**src/hdl/pport_pkg.sv**
```systemverilog
// Package with register map, field positions and types for the parallel port control block.
package pport_pkg;

  // ****************************************************************
  // Register offsets (byte addresses on the Wishbone side)
  // ****************************************************************
  localparam logic [7:0] OFS_CONTROL   = 8'h00;
  localparam logic [7:0] OFS_ADDR      = 8'h04;
  localparam logic [7:0] OFS_DATA      = 8'h08;
  localparam logic [7:0] OFS_RADDR     = 8'h0C;
  localparam logic [7:0] OFS_RDATA     = 8'h10;
  localparam logic [7:0] OFS_WADDR     = 8'h14;
  localparam logic [7:0] OFS_WDATA     = 8'h18;
  localparam logic [7:0] OFS_STATUS    = 8'h1C;

  // ****************************************************************
  // Control register fields
  // ****************************************************************
  localparam int BIT_READ_KICK   = 23;
  localparam int BIT_SPLIT_BUF   = 17;
  localparam int BIT_ENABLE      = 15;
  localparam int BIT_IDLE_STOP   = 13;
  localparam int BIT_MUX_LO      = 11;
  localparam int BIT_TTL_SEL     = 10;
  localparam int BIT_WR_PIN_EN   = 9;
  localparam int BIT_RD_PIN_EN   = 8;
  localparam logic [31:0] CONTROL_WMASK = 32'h0082_BFFB;
  localparam logic [31:0] CONTROL_RESET = 32'h0000_0000;

  // Address multiplexing schemes.
  localparam logic [1:0] MUX_SEPARATE = 2'b00;
  localparam logic [1:0] MUX_LOW8     = 2'b01;
  localparam logic [1:0] MUX_FULL16   = 2'b10;
  localparam logic [1:0] MUX_LOW8_ALL = 2'b11;

  // ****************************************************************
  // Timing
  // ****************************************************************
  localparam int CLK_PERIOD_NS  = 100;
  localparam int STROBE_NS      = 200;
  localparam int STROBE_CYCLES  = (STROBE_NS + CLK_PERIOD_NS - 1) / CLK_PERIOD_NS;
  localparam logic [3:0] STROBE_CNT = STROBE_CYCLES[3:0];
  // Cycles after the strobe so the last strobe-time pin level clears the synchroniser.
  localparam logic [3:0] SETTLE_CNT = 4'h3;

  typedef enum logic [2:0] {
    ST_IDLE,
    ST_ADDR,
    ST_STROBE,
    ST_DONE
  } bus_state_t;

  typedef struct packed {
    logic [15:0] data_o;
    logic [15:0] data_oe;
    logic [15:0] addr_o;
    logic        rd_strobe;
    logic        wr_strobe;
    logic        cs1;
    logic        cs2;
    logic        addr_latch;
  } pins_t;

endpackage : pport_pkg

```
**src/hdl/parallel_port_control.sv**
```systemverilog
// Control register logic and bus sequencer of the parallel master port.
//
// The register addresses and the Wishbone register port are this design's own decisions.
`timescale 1ns/1ns
`default_nettype none

// How it works
// - Read kick launches one read, self-clears.
// - Split bit selects separate read/write buffers.
// - Split selection honoured in master mode only.
// - Disabled port makes no external access.
// - Idle stop halts port during idle.
// - Mux 11: low address byte on all data.
// - Mux 10: full address on data pins.
// - Mux 01: low byte data, high on address.
// - Mux 00: address and data separate pins.
// - Write strobe pin gated by its enable.
// - Read strobe pin gated by its enable.
// - Chip selects off in Mux 01, whose upper pins carry address.
// - Unimplemented control bits read as zero.
// - Input buffer select bit drives buffer type.
module parallel_port_control #(
  parameter int ADDR_W = 8
) (
  input  wire logic              core_clk,
  input  wire logic              reset,
  input  wire logic              wb_cyc_i,
  input  wire logic              wb_stb_i,
  input  wire logic              wb_we_i,
  input  wire logic [ADDR_W-1:0] wb_adr_i,
  input  wire logic [3:0]        wb_sel_i,
  input  wire logic [31:0]       wb_dat_i,
  output logic      [31:0]       wb_dat_o,
  output logic                   wb_ack_o,
  input  wire logic              idle_mode,
  input  wire logic              master_mode,
  input  wire logic [15:0]       port_data_pins_i,
  output pport_pkg::pins_t       port_pins,
  output logic                   input_buffer_select
);
  import pport_pkg::*;

  // ****************************************************************
  // Registers
  // ****************************************************************
  logic [31:0] control_r;
  logic [15:0] shared_addr_r;
  logic [15:0] shared_data_r;
  logic [15:0] read_addr_r;
  logic [15:0] read_data_r;
  logic [15:0] write_addr_r;
  logic [15:0] write_data_r;
  logic [15:0] pin_meta_r;
  logic [15:0] pin_sync_r;
  bus_state_t  state_r;
  logic [3:0]  cnt_r;
  logic        op_write_r;
  logic        busy_r;
  logic        wr_pend_r;
  logic [31:0] rd_mux;
  pins_t       pins_nxt;

  logic bus_wr;
  logic bus_rd;
  logic run;
  logic split;
  logic [1:0] mux_sel;
  logic [15:0] cyc_addr;
  logic [15:0] cyc_wdata;
  logic end_read;
  logic [31:0] addr_merged;

  assign bus_wr  = wb_cyc_i && wb_stb_i && wb_we_i && !wb_ack_o;
  assign bus_rd  = wb_cyc_i && wb_stb_i && !wb_we_i && !wb_ack_o;
  // The port runs only when enabled and not stopped by idle.
  assign run     = control_r[BIT_ENABLE] && !(control_r[BIT_IDLE_STOP] && idle_mode);
  assign split   = control_r[BIT_SPLIT_BUF] && master_mode;
  assign mux_sel = control_r[BIT_MUX_LO +: 2];
  // Read data is taken only once the settle count has run out.
  assign end_read = (state_r == ST_DONE) && !op_write_r && cnt_r <= 4'h1;

  // Shared or split buffers pick the address and data used by a cycle.
  assign cyc_addr  = split ? (op_write_r ? write_addr_r : read_addr_r) : shared_addr_r;
  assign cyc_wdata = split ? write_data_r : shared_data_r;

  function automatic logic [31:0] merge(input logic [31:0] old, input logic [31:0] nw,
                                        input logic [3:0] sel);
    logic [31:0] res;
    res = old;
    for (int i = 0; i < 4; i++) begin
      if (sel[i]) begin
        res[i*8 +: 8] = nw[i*8 +: 8];
      end
    end
    return res;
  endfunction

  assign addr_merged = merge({16'h0000, shared_addr_r}, wb_dat_i, wb_sel_i);

  // ****************************************************************
  // Wishbone slave: one wait-free answer, ack one cycle after strobe
  // ****************************************************************
  always_ff @(posedge core_clk) begin
    if (reset) begin
      wb_ack_o <= 1'b0;
    end else begin
      wb_ack_o <= wb_cyc_i && wb_stb_i && !wb_ack_o;
    end
  end

  always_comb begin
    rd_mux = 32'h0000_0000;
    case (wb_adr_i[7:0])
      OFS_CONTROL: rd_mux = control_r & CONTROL_WMASK;
      OFS_ADDR:    rd_mux = {16'h0000, shared_addr_r};
      OFS_DATA:    rd_mux = {16'h0000, shared_data_r};
      OFS_RADDR:   rd_mux = {16'h0000, read_addr_r};
      OFS_RDATA:   rd_mux = {16'h0000, read_data_r};
      OFS_WADDR:   rd_mux = {16'h0000, write_addr_r};
      OFS_WDATA:   rd_mux = {16'h0000, write_data_r};
      OFS_STATUS:  rd_mux = {31'h0000_0000, busy_r};
      default:     rd_mux = 32'h0000_0000;
    endcase
  end

  always_ff @(posedge core_clk) begin
    if (reset) begin
      wb_dat_o <= 32'h0000_0000;
    end else if (bus_rd) begin
      wb_dat_o <= rd_mux;
    end
  end

  // ****************************************************************
  // Control register; hardware clear of the kick beats nothing else
  // ****************************************************************
  always_ff @(posedge core_clk) begin
    if (reset) begin
      control_r <= CONTROL_RESET;
    end else begin
      if (bus_wr && wb_adr_i[7:0] == OFS_CONTROL) begin
        // A written zero in the kick bit leaves a pending read alone.
        control_r <= (merge(control_r, wb_dat_i, wb_sel_i) & CONTROL_WMASK)
                     | (control_r & (32'h1 << BIT_READ_KICK) & {32{!end_read}});
        // A read that ends under this write still clears the kick unless it is set anew.
      end else if (end_read) begin
        control_r[BIT_READ_KICK] <= 1'b0;
      end
    end
  end

  always_ff @(posedge core_clk) begin
    if (reset) begin
      input_buffer_select <= 1'b0;
    end else begin
      input_buffer_select <= control_r[BIT_TTL_SEL];
    end
  end

  // ****************************************************************
  // Address and data buffers
  // ****************************************************************
  always_ff @(posedge core_clk) begin
    if (reset) begin
      shared_addr_r <= 16'h0000;
      read_addr_r   <= 16'h0000;
      write_addr_r  <= 16'h0000;
      write_data_r  <= 16'h0000;
    end else if (bus_wr) begin
      case (wb_adr_i[7:0])
        OFS_ADDR:  shared_addr_r <= addr_merged[15:0];
        OFS_RADDR: read_addr_r   <= wb_dat_i[15:0];
        OFS_WADDR: write_addr_r  <= wb_dat_i[15:0];
        OFS_WDATA: write_data_r  <= wb_dat_i[15:0];
        default:   ;
      endcase
    end
  end

  // Shared data holds a written value until a read cycle outside split mode replaces it.
  always_ff @(posedge core_clk) begin
    if (reset) begin
      shared_data_r <= 16'h0000;
      read_data_r   <= 16'h0000;
    end else if (end_read) begin
      if (split) begin
        read_data_r <= pin_sync_r;
      end else begin
        shared_data_r <= pin_sync_r;
      end
    end else if (bus_wr && wb_adr_i[7:0] == OFS_DATA) begin
      shared_data_r <= wb_dat_i[15:0];
    end
  end

  // Writing the write-data buffer (shared or split) queues one write cycle.
  always_ff @(posedge core_clk) begin
    if (reset) begin
      wr_pend_r <= 1'b0;
    end else if (bus_wr && ((wb_adr_i[7:0] == OFS_DATA && !split)
                            || (wb_adr_i[7:0] == OFS_WDATA && split))) begin
      wr_pend_r <= 1'b1;
    end else if (state_r == ST_DONE && op_write_r) begin
      wr_pend_r <= 1'b0;
    end
  end

  // Data pins are asynchronous to the core clock.
  always_ff @(posedge core_clk) begin
    if (reset) begin
      pin_meta_r <= 16'h0000;
      pin_sync_r <= 16'h0000;
    end else begin
      pin_meta_r <= port_data_pins_i;
      pin_sync_r <= pin_meta_r;
    end
  end

  // ****************************************************************
  // Bus sequencer: address phase, strobe phase, done
  // ****************************************************************
  always_ff @(posedge core_clk) begin
    if (reset) begin
      state_r    <= ST_IDLE;
      cnt_r      <= 4'h0;
      op_write_r <= 1'b0;
      busy_r     <= 1'b0;
    end else begin
      case (state_r)
        ST_IDLE: begin
          busy_r <= 1'b0;
          // A pending kick or write waits while the port is off or idle-stopped.
          if (run && control_r[BIT_READ_KICK]) begin
            op_write_r <= 1'b0;
            busy_r     <= 1'b1;
            state_r    <= ST_ADDR;
          end else if (run && wr_pend_r) begin
            op_write_r <= 1'b1;
            busy_r     <= 1'b1;
            state_r    <= ST_ADDR;
          end
        end
        ST_ADDR: begin
          cnt_r   <= STROBE_CNT;
          state_r <= ST_STROBE;
        end
        ST_STROBE: begin
          if (cnt_r <= 4'h1) begin
            // The two-flop pin synchroniser lags the pins, so the cycle waits for it.
            cnt_r   <= SETTLE_CNT;
            state_r <= ST_DONE;
          end else begin
            cnt_r <= cnt_r - 4'h1;
          end
        end
        ST_DONE: begin
          if (cnt_r <= 4'h1) begin
            state_r <= ST_IDLE;
          end else begin
            cnt_r <= cnt_r - 4'h1;
          end
        end
        default: state_r <= ST_IDLE;
      endcase
    end
  end

  // ****************************************************************
  // Pin drive
  // ****************************************************************
  always_comb begin
    pins_nxt = '0;
    if (run && state_r != ST_IDLE) begin
      case (mux_sel)
        MUX_SEPARATE: begin
          pins_nxt.addr_o = cyc_addr;
          pins_nxt.data_o = cyc_wdata;
        end
        MUX_LOW8: begin
          pins_nxt.addr_o = {cyc_addr[15:8], 8'h00};
          pins_nxt.data_o = (state_r == ST_ADDR) ? {cyc_wdata[15:8], cyc_addr[7:0]} : cyc_wdata;
        end
        MUX_FULL16: begin
          pins_nxt.data_o = (state_r == ST_ADDR) ? cyc_addr : cyc_wdata;
        end
        default: begin
          pins_nxt.data_o = (state_r == ST_ADDR) ? {8'h00, cyc_addr[7:0]} : cyc_wdata;
        end
      endcase
      pins_nxt.data_oe    = (op_write_r || state_r == ST_ADDR) && mux_sel != MUX_SEPARATE
                            ? 16'hFFFF : (op_write_r ? 16'hFFFF : 16'h0000);
      pins_nxt.addr_latch = (state_r == ST_ADDR) && mux_sel != MUX_SEPARATE;
      pins_nxt.rd_strobe  = control_r[BIT_RD_PIN_EN] && !op_write_r
                            && state_r == ST_STROBE;
      pins_nxt.wr_strobe  = control_r[BIT_WR_PIN_EN] && op_write_r
                            && state_r == ST_STROBE;
      // Chip selects are off in low-byte mode, where upper pins carry address; in separate mode cs1 follows inverted address bit 14.
      pins_nxt.cs1 = (mux_sel == MUX_SEPARATE || mux_sel == MUX_FULL16 || mux_sel == MUX_LOW8_ALL)
                     && !pins_nxt.addr_o[14];
      pins_nxt.cs2 = (mux_sel == MUX_FULL16 || mux_sel == MUX_LOW8_ALL);
    end
  end

  always_ff @(posedge core_clk) begin
    if (reset) begin
      port_pins <= '0;
    end else begin
      port_pins <= pins_nxt;
    end
  end
endmodule // parallel_port_control

`default_nettype wire

```
**config.mk**
```make
export PLATFORM = sky130hd
export DESIGN_NAME = parallel_port_control
export DESIGN_NICKNAME = d
export VERILOG_FILES = /design/src/hdl/pport_pkg.sv /design/src/hdl/parallel_port_control.sv
export SDC_FILE = /design/constraint.sdc
export NUM_CORES = 1
export LEC_CHECK = 0
export ABC_CLOCK_PERIOD_IN_PS = 6350
export BUFFER_PORTS_ARGS = -buffer_cell sky130_fd_sc_hd__buf_4
export CORE_MARGIN = 2
export CORE_UTILIZATION = 57
export DETAILED_ROUTE_END_ITERATION = 6
export GPL_ROUTABILITY_DRIVEN = 0
export GPL_TIMING_DRIVEN = 0
export HOLD_SLACK_MARGIN = 0.1
export PLACE_DENSITY = 0.81
export SLEW_MARGIN = 40
export SYNTH_ARGS = -nofsm -noshare
export SYNTH_HDL_FRONTEND = slang
export SYNTH_SLANG_ARGS = --single-unit
```
**constraint.sdc**
```tcl
create_clock -name core_clk -period 6.35 [get_ports core_clk]
set_input_delay 1.27 -clock core_clk [delete_from_list [all_inputs] [get_ports core_clk]]
set_output_delay 1.27 -clock core_clk [all_outputs]
set_load 0.02 [all_outputs]
```
Word level (Yosys, flattened, before mapping)
Cells that the tools add are included.
{ "op_classes": {"n_mul": 0, "mux": 40, "magnitude_cmp": 1, "shift": 0, "n_div": 0, "bitwise_logic": 3, "reduce_logical": 60, "n_eq_ne": 18, "addsub": 1} }
{ "ops": {"columns": ["operator", "count"], "rows": [
  ["$pmux W24 S8", 1],
  ["$mux W16", 11],
  ["$mux W8", 10],
  ["$pmux W16 S3", 1],
  ["$eq A8 B5 Y1 const B", 4],
  ["$pmux W16 S2", 1],
  ["$logic_and A1 B1 Y1", 27],
  ["$and A24 B24 Y24", 1],
  ["$or A24 B24 Y24", 1],
  ["$eq A8 B4 Y1 const B", 2],
  ["$reduce_and A2 Y1", 7],
  ["$mux W3", 4],
  ["$pmux W3 S4", 1],
  ["$pmux W4 S3", 1],
  ["$reduce_bool A2 Y1", 5],
  ["$reduce_and A3 Y1", 3],
  ["$eq A8 B3 Y1 const B", 1],
  ["$logic_not A8 Y1", 1],
  ["$mux W1", 8],
  ["$mux W4", 2],
  ["$logic_not A1 Y1", 7],
  ["$eq A3 B2 Y1 const B", 2],
  ["$ne A2 B2 Y1 const B", 3],
  ["$reduce_bool A3 Y1", 2],
  ["12 further kinds", 17]
]} }
{ "word_totals": {"rom_bits": 0, "register_bits": 249, "mem_count": 0, "elab_cells": 150, "out_inout_bits": 87, "ram_bits": 0, "in_bits": 67, "latchBits": 0} }

Depth between registers and ports, before layout
Gate-level depths: netlist of run 1.
{ "logic_depth": {"depth_word": 8, "mapped_depth": 8, "mapped_depth_nobuf": 6} }

Worst setup path after synthesis of run 1
Ideal clock, no wire load.
{ "synth_path": {"kind": "input -> register", "from": "in wb_adr_i[3]", "to": "reg read_addr_r[10]", "arrival_ns": 2.805, "setup_ns": 0.128, "cell_stages": 8, "t_required_ns": 6.222, "path_slack_ns": 3.418, "path_buffers": 4, "cell_sequence": "buf_4 > or3b_1 > buf_2 > or4_4 > buf_6 > buf_6 > mux2i_1 > nor2_1"} }
{ "synth_between": {"elab_chain_len": 2} }
{ "synth_rtl": {"columns": ["element", "line_no", "text"], "rows": [
  ["from (decl)", "parallel_port_control.sv:30", "input wire logic [ADDR_W-1:0] wb_adr_i,"],
  ["$eq A8 B4 Y1", "parallel_port_control.sv:170", "case (wb_adr_i[7:0])"],
  ["$reduce_and A2 Y1 (no line)", null, null],
  ["to (signal assigned)", "parallel_port_control.sv:172", "OFS_RADDR: read_addr_r <= wb_dat_i[15:0];"],
  ["to (decl)", "parallel_port_control.sv:49", "logic [15:0] read_addr_r;"]
]} }
Every way passes these cells.
A chain may end at the register's enable or synchronous reset.

Worst setup path in the final report of run 1
{ "layout_path": {"from": "in wb_adr_i[2]", "to": "reg wb_dat_o[10]"} }
{ "layout_between": {"elab_chain_len": 2, "word_cells_on_any_way": 9, "cone_classes": "eq/ne: 7; mux: 1; reduce/logical: 1"} }
{ "layout_rtl": {"columns": ["element", "line_no", "text"], "rows": [
  ["$eq A8 B5 Y1 (tied with other cells)", "parallel_port_control.sv:113", "case (wb_adr_i[7:0])"],
  ["$pmux W24 S8 (*)", "parallel_port_control.sv:113", null],
  ["to (signal assigned)", "parallel_port_control.sv:130", "wb_dat_o <= rd_mux;"],
  ["to (decl)", "parallel_port_control.sv:33", "output logic [31:0] wb_dat_o,"]
]} }
Mark *: on every way between the ends. The rest lies on a longest branch, timed or not.

==> flow_summary.ini, run 1 <==
[timing]
fin_crit_ps = 3110
rsz0062_at_grt = no
hold_violations = 0
fin_skew_ps = 19.5
period_share_pct = 48.9
setup_violations = 0
final_max_slew_viol_count = 0
slew_headroom_pct = 42.4
fin_setup_tns_ps = 0
worst_slew_pin_slew_ps = 865
fmax_mhz = 322

[yosys]
synth-edff-count = 0
netlist_area_um2 = 9270
synth_area_leader_cell = dfxtp_1
yosysUniqueCellTypes = 59
ys_warn_count = 0
synth.top_cell.area_share_pct = 45.6
synth_area_leaders = dfxtp_1 46%, mux2i_1 14%, a211oi_1 4.9%
ys.flop_type = dfxtp_1
yosysSeqAreaShare_pct = 45.6
ys_seq_elements = 211
avgSynthCellArea_um2 = 9.51
ys_async_sr_fraction_pct = 0
synth_cells = 975

[worst_setup_path]
slowest_delay_ps = 660
critPathCaptureType = flop
critPathRequiredTime_ps = 6710
crit_arrival_ps = 3470
reg2reg_to = shared_data_r[14]$_SDFFE_PP0P_
worstPathMaxFanout = 10
worstSetupPathType = in -> reg
cp_cell_sequence = buf_4, clkbuf_1, buf_1, mux2i_1, nor2_1, a221oi_1, o21ai_0
r2r_start = cnt_r[0]$_SDFFE_PP0P_
path_depth = 7
path_delay_family = buffers and inverters
rr_worst_depth = 8
r2r_slack_ps = 3650
start_kind = input port
crit_buf_inv = 3
worst_path_max_delay_cell = buf_1

[clock_network]
cts_hold_buf = 0
clockBufferDepth = 3
cts_setup_buffers = 0
clockRootBuffer = clkbuf_16
cts_resized = 0
path_clk_slew_ps = 60
cts_tree = done
cts.sinks = 211
cts_made_buffers = 21
h-tree-depth = 1
clkLatencyLatePin_ps = 510

[power_and_ir_drop]
ir_worst_vdd_mv = 0.193
power.leakage_nw = 4.73
cellPowerDensity_nw_per_um2 = 243
power_mw = 2.71

[layout]
top_regs = port_pins (38), wb_dat_o (18)
finalNetCount = 1205
regMostFlops = port_pins
area_growth_pct = 20.5
drive_gt1_share_pct = 19.6
diodes = 0
largest_register_ffs = 38

[hold_path]
hp-start = pin_meta_r[7]$_SDFF_PP0_
hold_end = pin_sync_r[7]$_SDFF_PP0_
min-delay-path-class = reg -> reg
hold_depth = 1

[global_routing]
grt_max_degree = 17
grtUsageTotal_pct = 31.7
antenna_found_initial = 0
grt_pass1_vias = 7485
grt_overflow_total = 0
grt_pass1_wl_um = 42800

[status]
outcome = complete, but fails checks
violations = design-rule violations

[route]
viasPerCell = 6.03
drt_wl_total_um = 28300
ant_nets = 0
wire_per_inst_um = 20.8
drc = 1
drt_iter0_markers = 961
vias = 8219
first_pass_iters = 7

[placed_design]
portBuffers = 121
place_hpwl_um = 21000

[die]
die-width_um = 132
core_region_area_um2 = 15900
start_util_pct = 58.3
rows = 46
io-pin-count = 154
die_h_um = 132
dieArea_um2 = 17300

[job]
cap_violations = 0
==> power breakdown <==
part	switching, mW	internal (mW)	total (mW)
Sequential	0.00344	1.33	1.34
Clock	0.529	0.704	1.23
Combinational	0.0902	0.0485	0.139
Total	0.623	2.09	2.71
==> stage by stage <==
| step | instance area (um^2) | hold WS [ps] | setup WS [ps] | cells | utilization (%) |
|---|---|---|---|---|---|
| floorplan | 9320 | 414 | 3420 | 988 | - |
| global placement | 10500 | 420 | 2860 | 1325 | 66.1 |
| detailed placement | 10500 | 422 | 2800 | 1325 | 66.1 |
| CTS | 11200 | 436 | 3310 | 1362 | 70.3 |
| global route | 11200 | 446 | 3160 | 1362 | 70.3 |
| finish | 11200 | 433 | 3240 | 1362 | 70.3 |
==> worst max path at each step <==
| stage | start | to | slack [ps] |
|---|---|---|---|
| 3_3_place_gp | reset | control_r[12]$_SDFFE_PP0P_ | 2860 |
| 4_1_cts | reset | control_r[6]$_SDFFE_PP0P_ | 3310 |
| 6_report | wb_adr_i[2] | wb_dat_o[10]$_SDFFE_PP0P_ | 3240 |
| 3_5_place_dp | reset | control_r[6]$_SDFFE_PP0P_ | 2800 |
| 5_1_grt | reset | control_r[6]$_SDFFE_PP0P_ | 3160 |
| 2_1_floorplan | wb_adr_i[3] | read_addr_r[10]$_SDFFE_PP0P_ | 3420 |
==> cells in the final DEF, fill, tap and decap left out, types with 3 or more instances in the layout <==
cell / synthesis / routed
a221oi_1: 11 / 11
buf_4: 30 / 151
nand3b_1: 10 / 10
a22oi_1: 5 / 5
nand4_1: 9 / 9
ha_1: 6 / 6
a21oi_1: 47 / 47
nor2b_1: 38 / 38
mux2_2: 15 / 15
nor3b_1: 3 / 3
or3_1: 5 / 5
buf_2: 12 / 12
clkbuf_1: 53 / 57
or2_2: 3 / 3
nand3_1: 21 / 21
nand2b_1: 5 / 5
conb_1: 1 / 14
nand2_1: 35 / 35
clkinv_2: 0 / 5
inv_1: 7 / 7
mux2i_1: 134 / 134
nor2_1: 117 / 117
o211ai_1: 4 / 4
nor3_1: 14 / 14
o21ai_1: 5 / 5
and3_1: 11 / 11
clkinvlp_4: 0 / 3
a22o_1: 12 / 12
dfxtp_1: 211 / 211
o2bb2ai_1: 10 / 10
a211oi_1: 60 / 60
and2_1: 3 / 3
o21ai_0: 36 / 36
clkbuf_16: 0 / 21
buf_1: 6 / 6
==> Yosys cell counts (3+ instances only) <==
master     number
a221oi_1       11
nor3b_1         3
nand4_1         9
nand3b_1       10
ha_1            6
and3_1         11
nor2b_1        38
nand2_1        35
nand2b_1        5
a22oi_1         5
and2_1          3
dfxtp_1       211
buf_2          12
a211oi_1       60
or3_1           5
o2bb2ai_1      10
a21oi_1        47
o211ai_1        4
or2_2           3
o21ai_1         5
buf_4          30
nor3_1         14
nor2_1        117
inv_1           7
mux2i_1       134
clkbuf_1       53
buf_1           6
nand3_1        21
mux2_2         15
a22o_1         12
o21ai_0        36
==> logic make-up (layout without fill, tap and decap cells) <==
| logic type | Yosys count | count (layout) | share of synthesized area, % |
|---|---|---|---|
| AND/OR/NAND/NOR | 292 | 292 | 16.1 |
| flip-flops | 211 | 211 | 45.6 |
| AO/OA/AOI/OAI | 203 | 203 | 14.6 |
| multiplexers | 151 | 151 | 16.8 |
| buffers and inverters | 110 | 268 | 5.99 |
| adder cells (fa/ha/maj) | 6 | 6 | 0.810 |
| other | 1 | 14 | 0.0405 |
| XOR/XNOR | 1 | 1 | 0.0945 |
==> final cells by class <==
type | count | area [um^2]
plain buffers | 103 | 529
clock buffers | 26 | 554
clock inverters | 11 | 116
fillers | 1254 | 4720
inverters | 7 | 26.3
multi-input cells | 667 | 4540
flip-flops and latches | 211 | 4220
well taps | 216 | 270
repair buffers | 121 | 908
==> metal layers <==
| metal | track usage, % | up-vias | part of all wire, % |
|---|---|---|---|
| li1 | - | 3770 | - |
| met1 | 42.7 | 3710 | 39 |
| met2 | 48.5 | 624 | 43 |
| met3 | 7.25 | 115 | 13 |
| met4 | 14.1 | 0 | 4.7 |
| met5 | 0 | - | 0 |
(Power assumes the default switching activity.)
==> run 2, diff against run 1 <==
Settings changed: ABC_AREA from default to 1, ABC_CLOCK_PERIOD_IN_PS 6350 to 2630, CORE_UTILIZATION 57 to 51, PLACE_DENSITY 0.81 to 0.76.
Clock period 6.35 ns to 2.63 ns, I/O delays scaled along.
==> run 2 against run 1 <==
Compared with the run above: the run now ends clean; clock skew shrank 5.4 ps; critical path type is now reg -> reg; synthesized cell count grew 30%; critical path depth shrank 1; utilization shrank 7.7 points; sequential share of layout area is essentially flat; routed wire length shrank 0.94%.
==> flow_summary.ini, run 2 <==
[worst_setup_path]
r2r_start = state_r[0]$_SDFFE_PP0P_
worstPathMaxFanout = 10
worstSetupPathType = reg -> reg
reg2reg_to = port_pins[10]$_SDFF_PP0_
endpoint = port_pins[10]$_SDFF_PP0_
rr_worst_depth = 6
start_kind = flop
r2r_slack_ps = 410
critPathCaptureType = flop
critPathRequiredTime_ps = 3060
startpoint = state_r[0]$_SDFFE_PP0P_
crit_arrival_ps = 2660

[timing]
fin_crit_ps = 2220
hold_violations = 0
fin_setup_tns_ps = 0
slew_headroom_pct = 51.2
setup_violations = 0
final_max_slew_viol_count = 0
period_share_pct = 84.6
fin_skew_ps = 14.1
rsz0062_at_grt = no
fmax_mhz = 450
worst_slew_pin_slew_ps = 732
timing.final.ws_setup_ps = 405

[layout]
regMostFlops = port_pins
fillCellCount = 1604
design_area_um2 = 11200
largest_register_ffs = 38
drive_gt1_share_pct = 17.5
finalNetCount = 1503
mostFrequentLayoutCells = 217 x nand2_1, 211 x dfxtp_1, 160 x buf_4, 150 x o21ai_0, 149 x nor2_1
top_regs = port_pins (38), wb_dat_o (18)
final_common_cell = nand2_1
area_growth_pct = 21.7
diodes = 0

[power_and_ir_drop]
power_mw = 7.28
cellPowerDensity_nw_per_um2 = 652
ir_worst_vdd_mv = 0.482
power.leakage_nw = 4.91

[yosys]
yosysSeqAreaShare_pct = 46.0
synth_area_leaders = dfxtp_1 46%, nand2_1 8.9%, o21ai_0 8.2%
ys_async_sr_fraction_pct = 0
avgSynthCellArea_um2 = 7.24
ys.flop_type = dfxtp_1
synth-edff-count = 0
synth_cells = 1269
synth_area_leader_cell = dfxtp_1
synth.top_cell.area_share_pct = 46.0
yosysUniqueCellTypes = 35
synth_common_cells = 217 x nand2_1, 211 x dfxtp_1, 150 x o21ai_0
netlist_area_um2 = 9180
synth.most_common_cell = nand2_1
ys_seq_elements = 211
ys_warn_count = 0

[clock_network]
cts_hold_buf = 0
clockBufferDepth = 3
clkLatencyLatePin_ps = 500
cts_tree = done
h-tree-depth = 1
cts_made_buffers = 22
cts_setup_buffers = 0
cts_resized = 0
clockRootBuffer = clkbuf_16
cts.sinks = 211
path_clk_slew_ps = 60

[die]
io-pin-count = 154
start_util_pct = 51.5
die_h_um = 138
core_region_area_um2 = 17800
dieArea_um2 = 19100
rows = 49
die-width_um = 138

[route]
drt_iter0_markers = 1033
drt_wl_total_um = 28000
drc = 0
viasPerCell = 5.38
first_pass_iters = 5
vias = 9002
wire_per_inst_um = 16.7
ant_nets = 0

[placed_design]
postPlaceCellArea_um2 = 10400
dp_slack_ps = 479
portBuffers = 124
place_hpwl_um = 21300

[job]
cap_violations = 0

[global_routing]
grt_pass1_wl_um = 43900
antenna_found_initial = 0
grt_max_degree = 17
grt_pass1_vias = 8369
grt_overflow_total = 0
grtUsageTotal_pct = 28.6

[status]
outcome = completed

[hold_path]
min-delay-path-class = in -> reg
run 2: critical path: stages (launching register included):
cell	delay, ps
dfxtp_1	360
inv_1	90
ha_1	270
nor3_1	560
clkbuf_1	420
nand2_1	290
nor2_1	180
run 2: cell type report:
cell class                 instances  area [um^2]  area share [%]
buffer                            96          547            4.89
clock buffer                      31          606            5.42
clock inverter                     8          118            1.05
inverter                         141          532            4.76
multi-input combinational        834         3930            35.2
sequential                       211         4220            37.8
tap                              229          287            2.56
timing repair buffer             124          931            8.33
run 2: metrics by stage:
step / std cells / utilization [%] / hold WS (ps)
2_1_floorplan: 1282 / - / 388
3_3_place_gp: 1635 / 58.6 / 391
3_5_place_dp: 1635 / 58.6 / 392
4_1_cts: 1674 / 62.6 / 215
5_1_grt: 1674 / 62.6 / 228
6_report: 1674 / 62.6 / 219
run 2: logic make-up after synthesis:
| family | share of synthesized area (%) |
|---|---|
| fa+ha+maj | 0.818 |
| compound gates | 18.4 |
| flops | 46.0 |
| buf+inv | 11.7 |
| simple gates | 23.0 |
| other cells | 0.0408 |
run 2: how the worst min path moves through the flow:
stage / from / depth (start not counted) / to
after global routing: port_data_pins_i[7] / 3 / pin_meta_r[7]$_SDFF_PP0_
after detailed placement: pin_meta_r[14]$_SDFF_PP0_ / 2 / pin_sync_r[14]$_SDFF_PP0_
after global placement: pin_meta_r[10]$_SDFF_PP0_ / 2 / pin_sync_r[10]$_SDFF_PP0_
after CTS: port_data_pins_i[4] / 3 / pin_meta_r[4]$_SDFF_PP0_
final: port_data_pins_i[4] / 3 / pin_meta_r[4]$_SDFF_PP0_
after floorplan: pin_meta_r[0]$_SDFF_PP0_ / 2 / pin_sync_r[0]$_SDFF_PP0_
run 2: power by group:
| part | switching [mW] | internal (mW) | leakage (nW) |
|---|---|---|---|
| Clock | 1.24 | 1.90 | 0.351 |
| Sequential | 0.0783 | 3.28 | 1.71 |
| Combinational | 0.503 | 0.273 | 2.85 |
run 2: metal layers:
metal | up-vias | track usage [%] | wire length (um)
met5 | - | 0 | 0
met4 | 0 | 13.0 | 1250
met3 | 99 | 6.06 | 3410
met2 | 555 | 44.4 | 12200
met1 | 3975 | 38.5 | 11200
li1 | 4373 | - | -
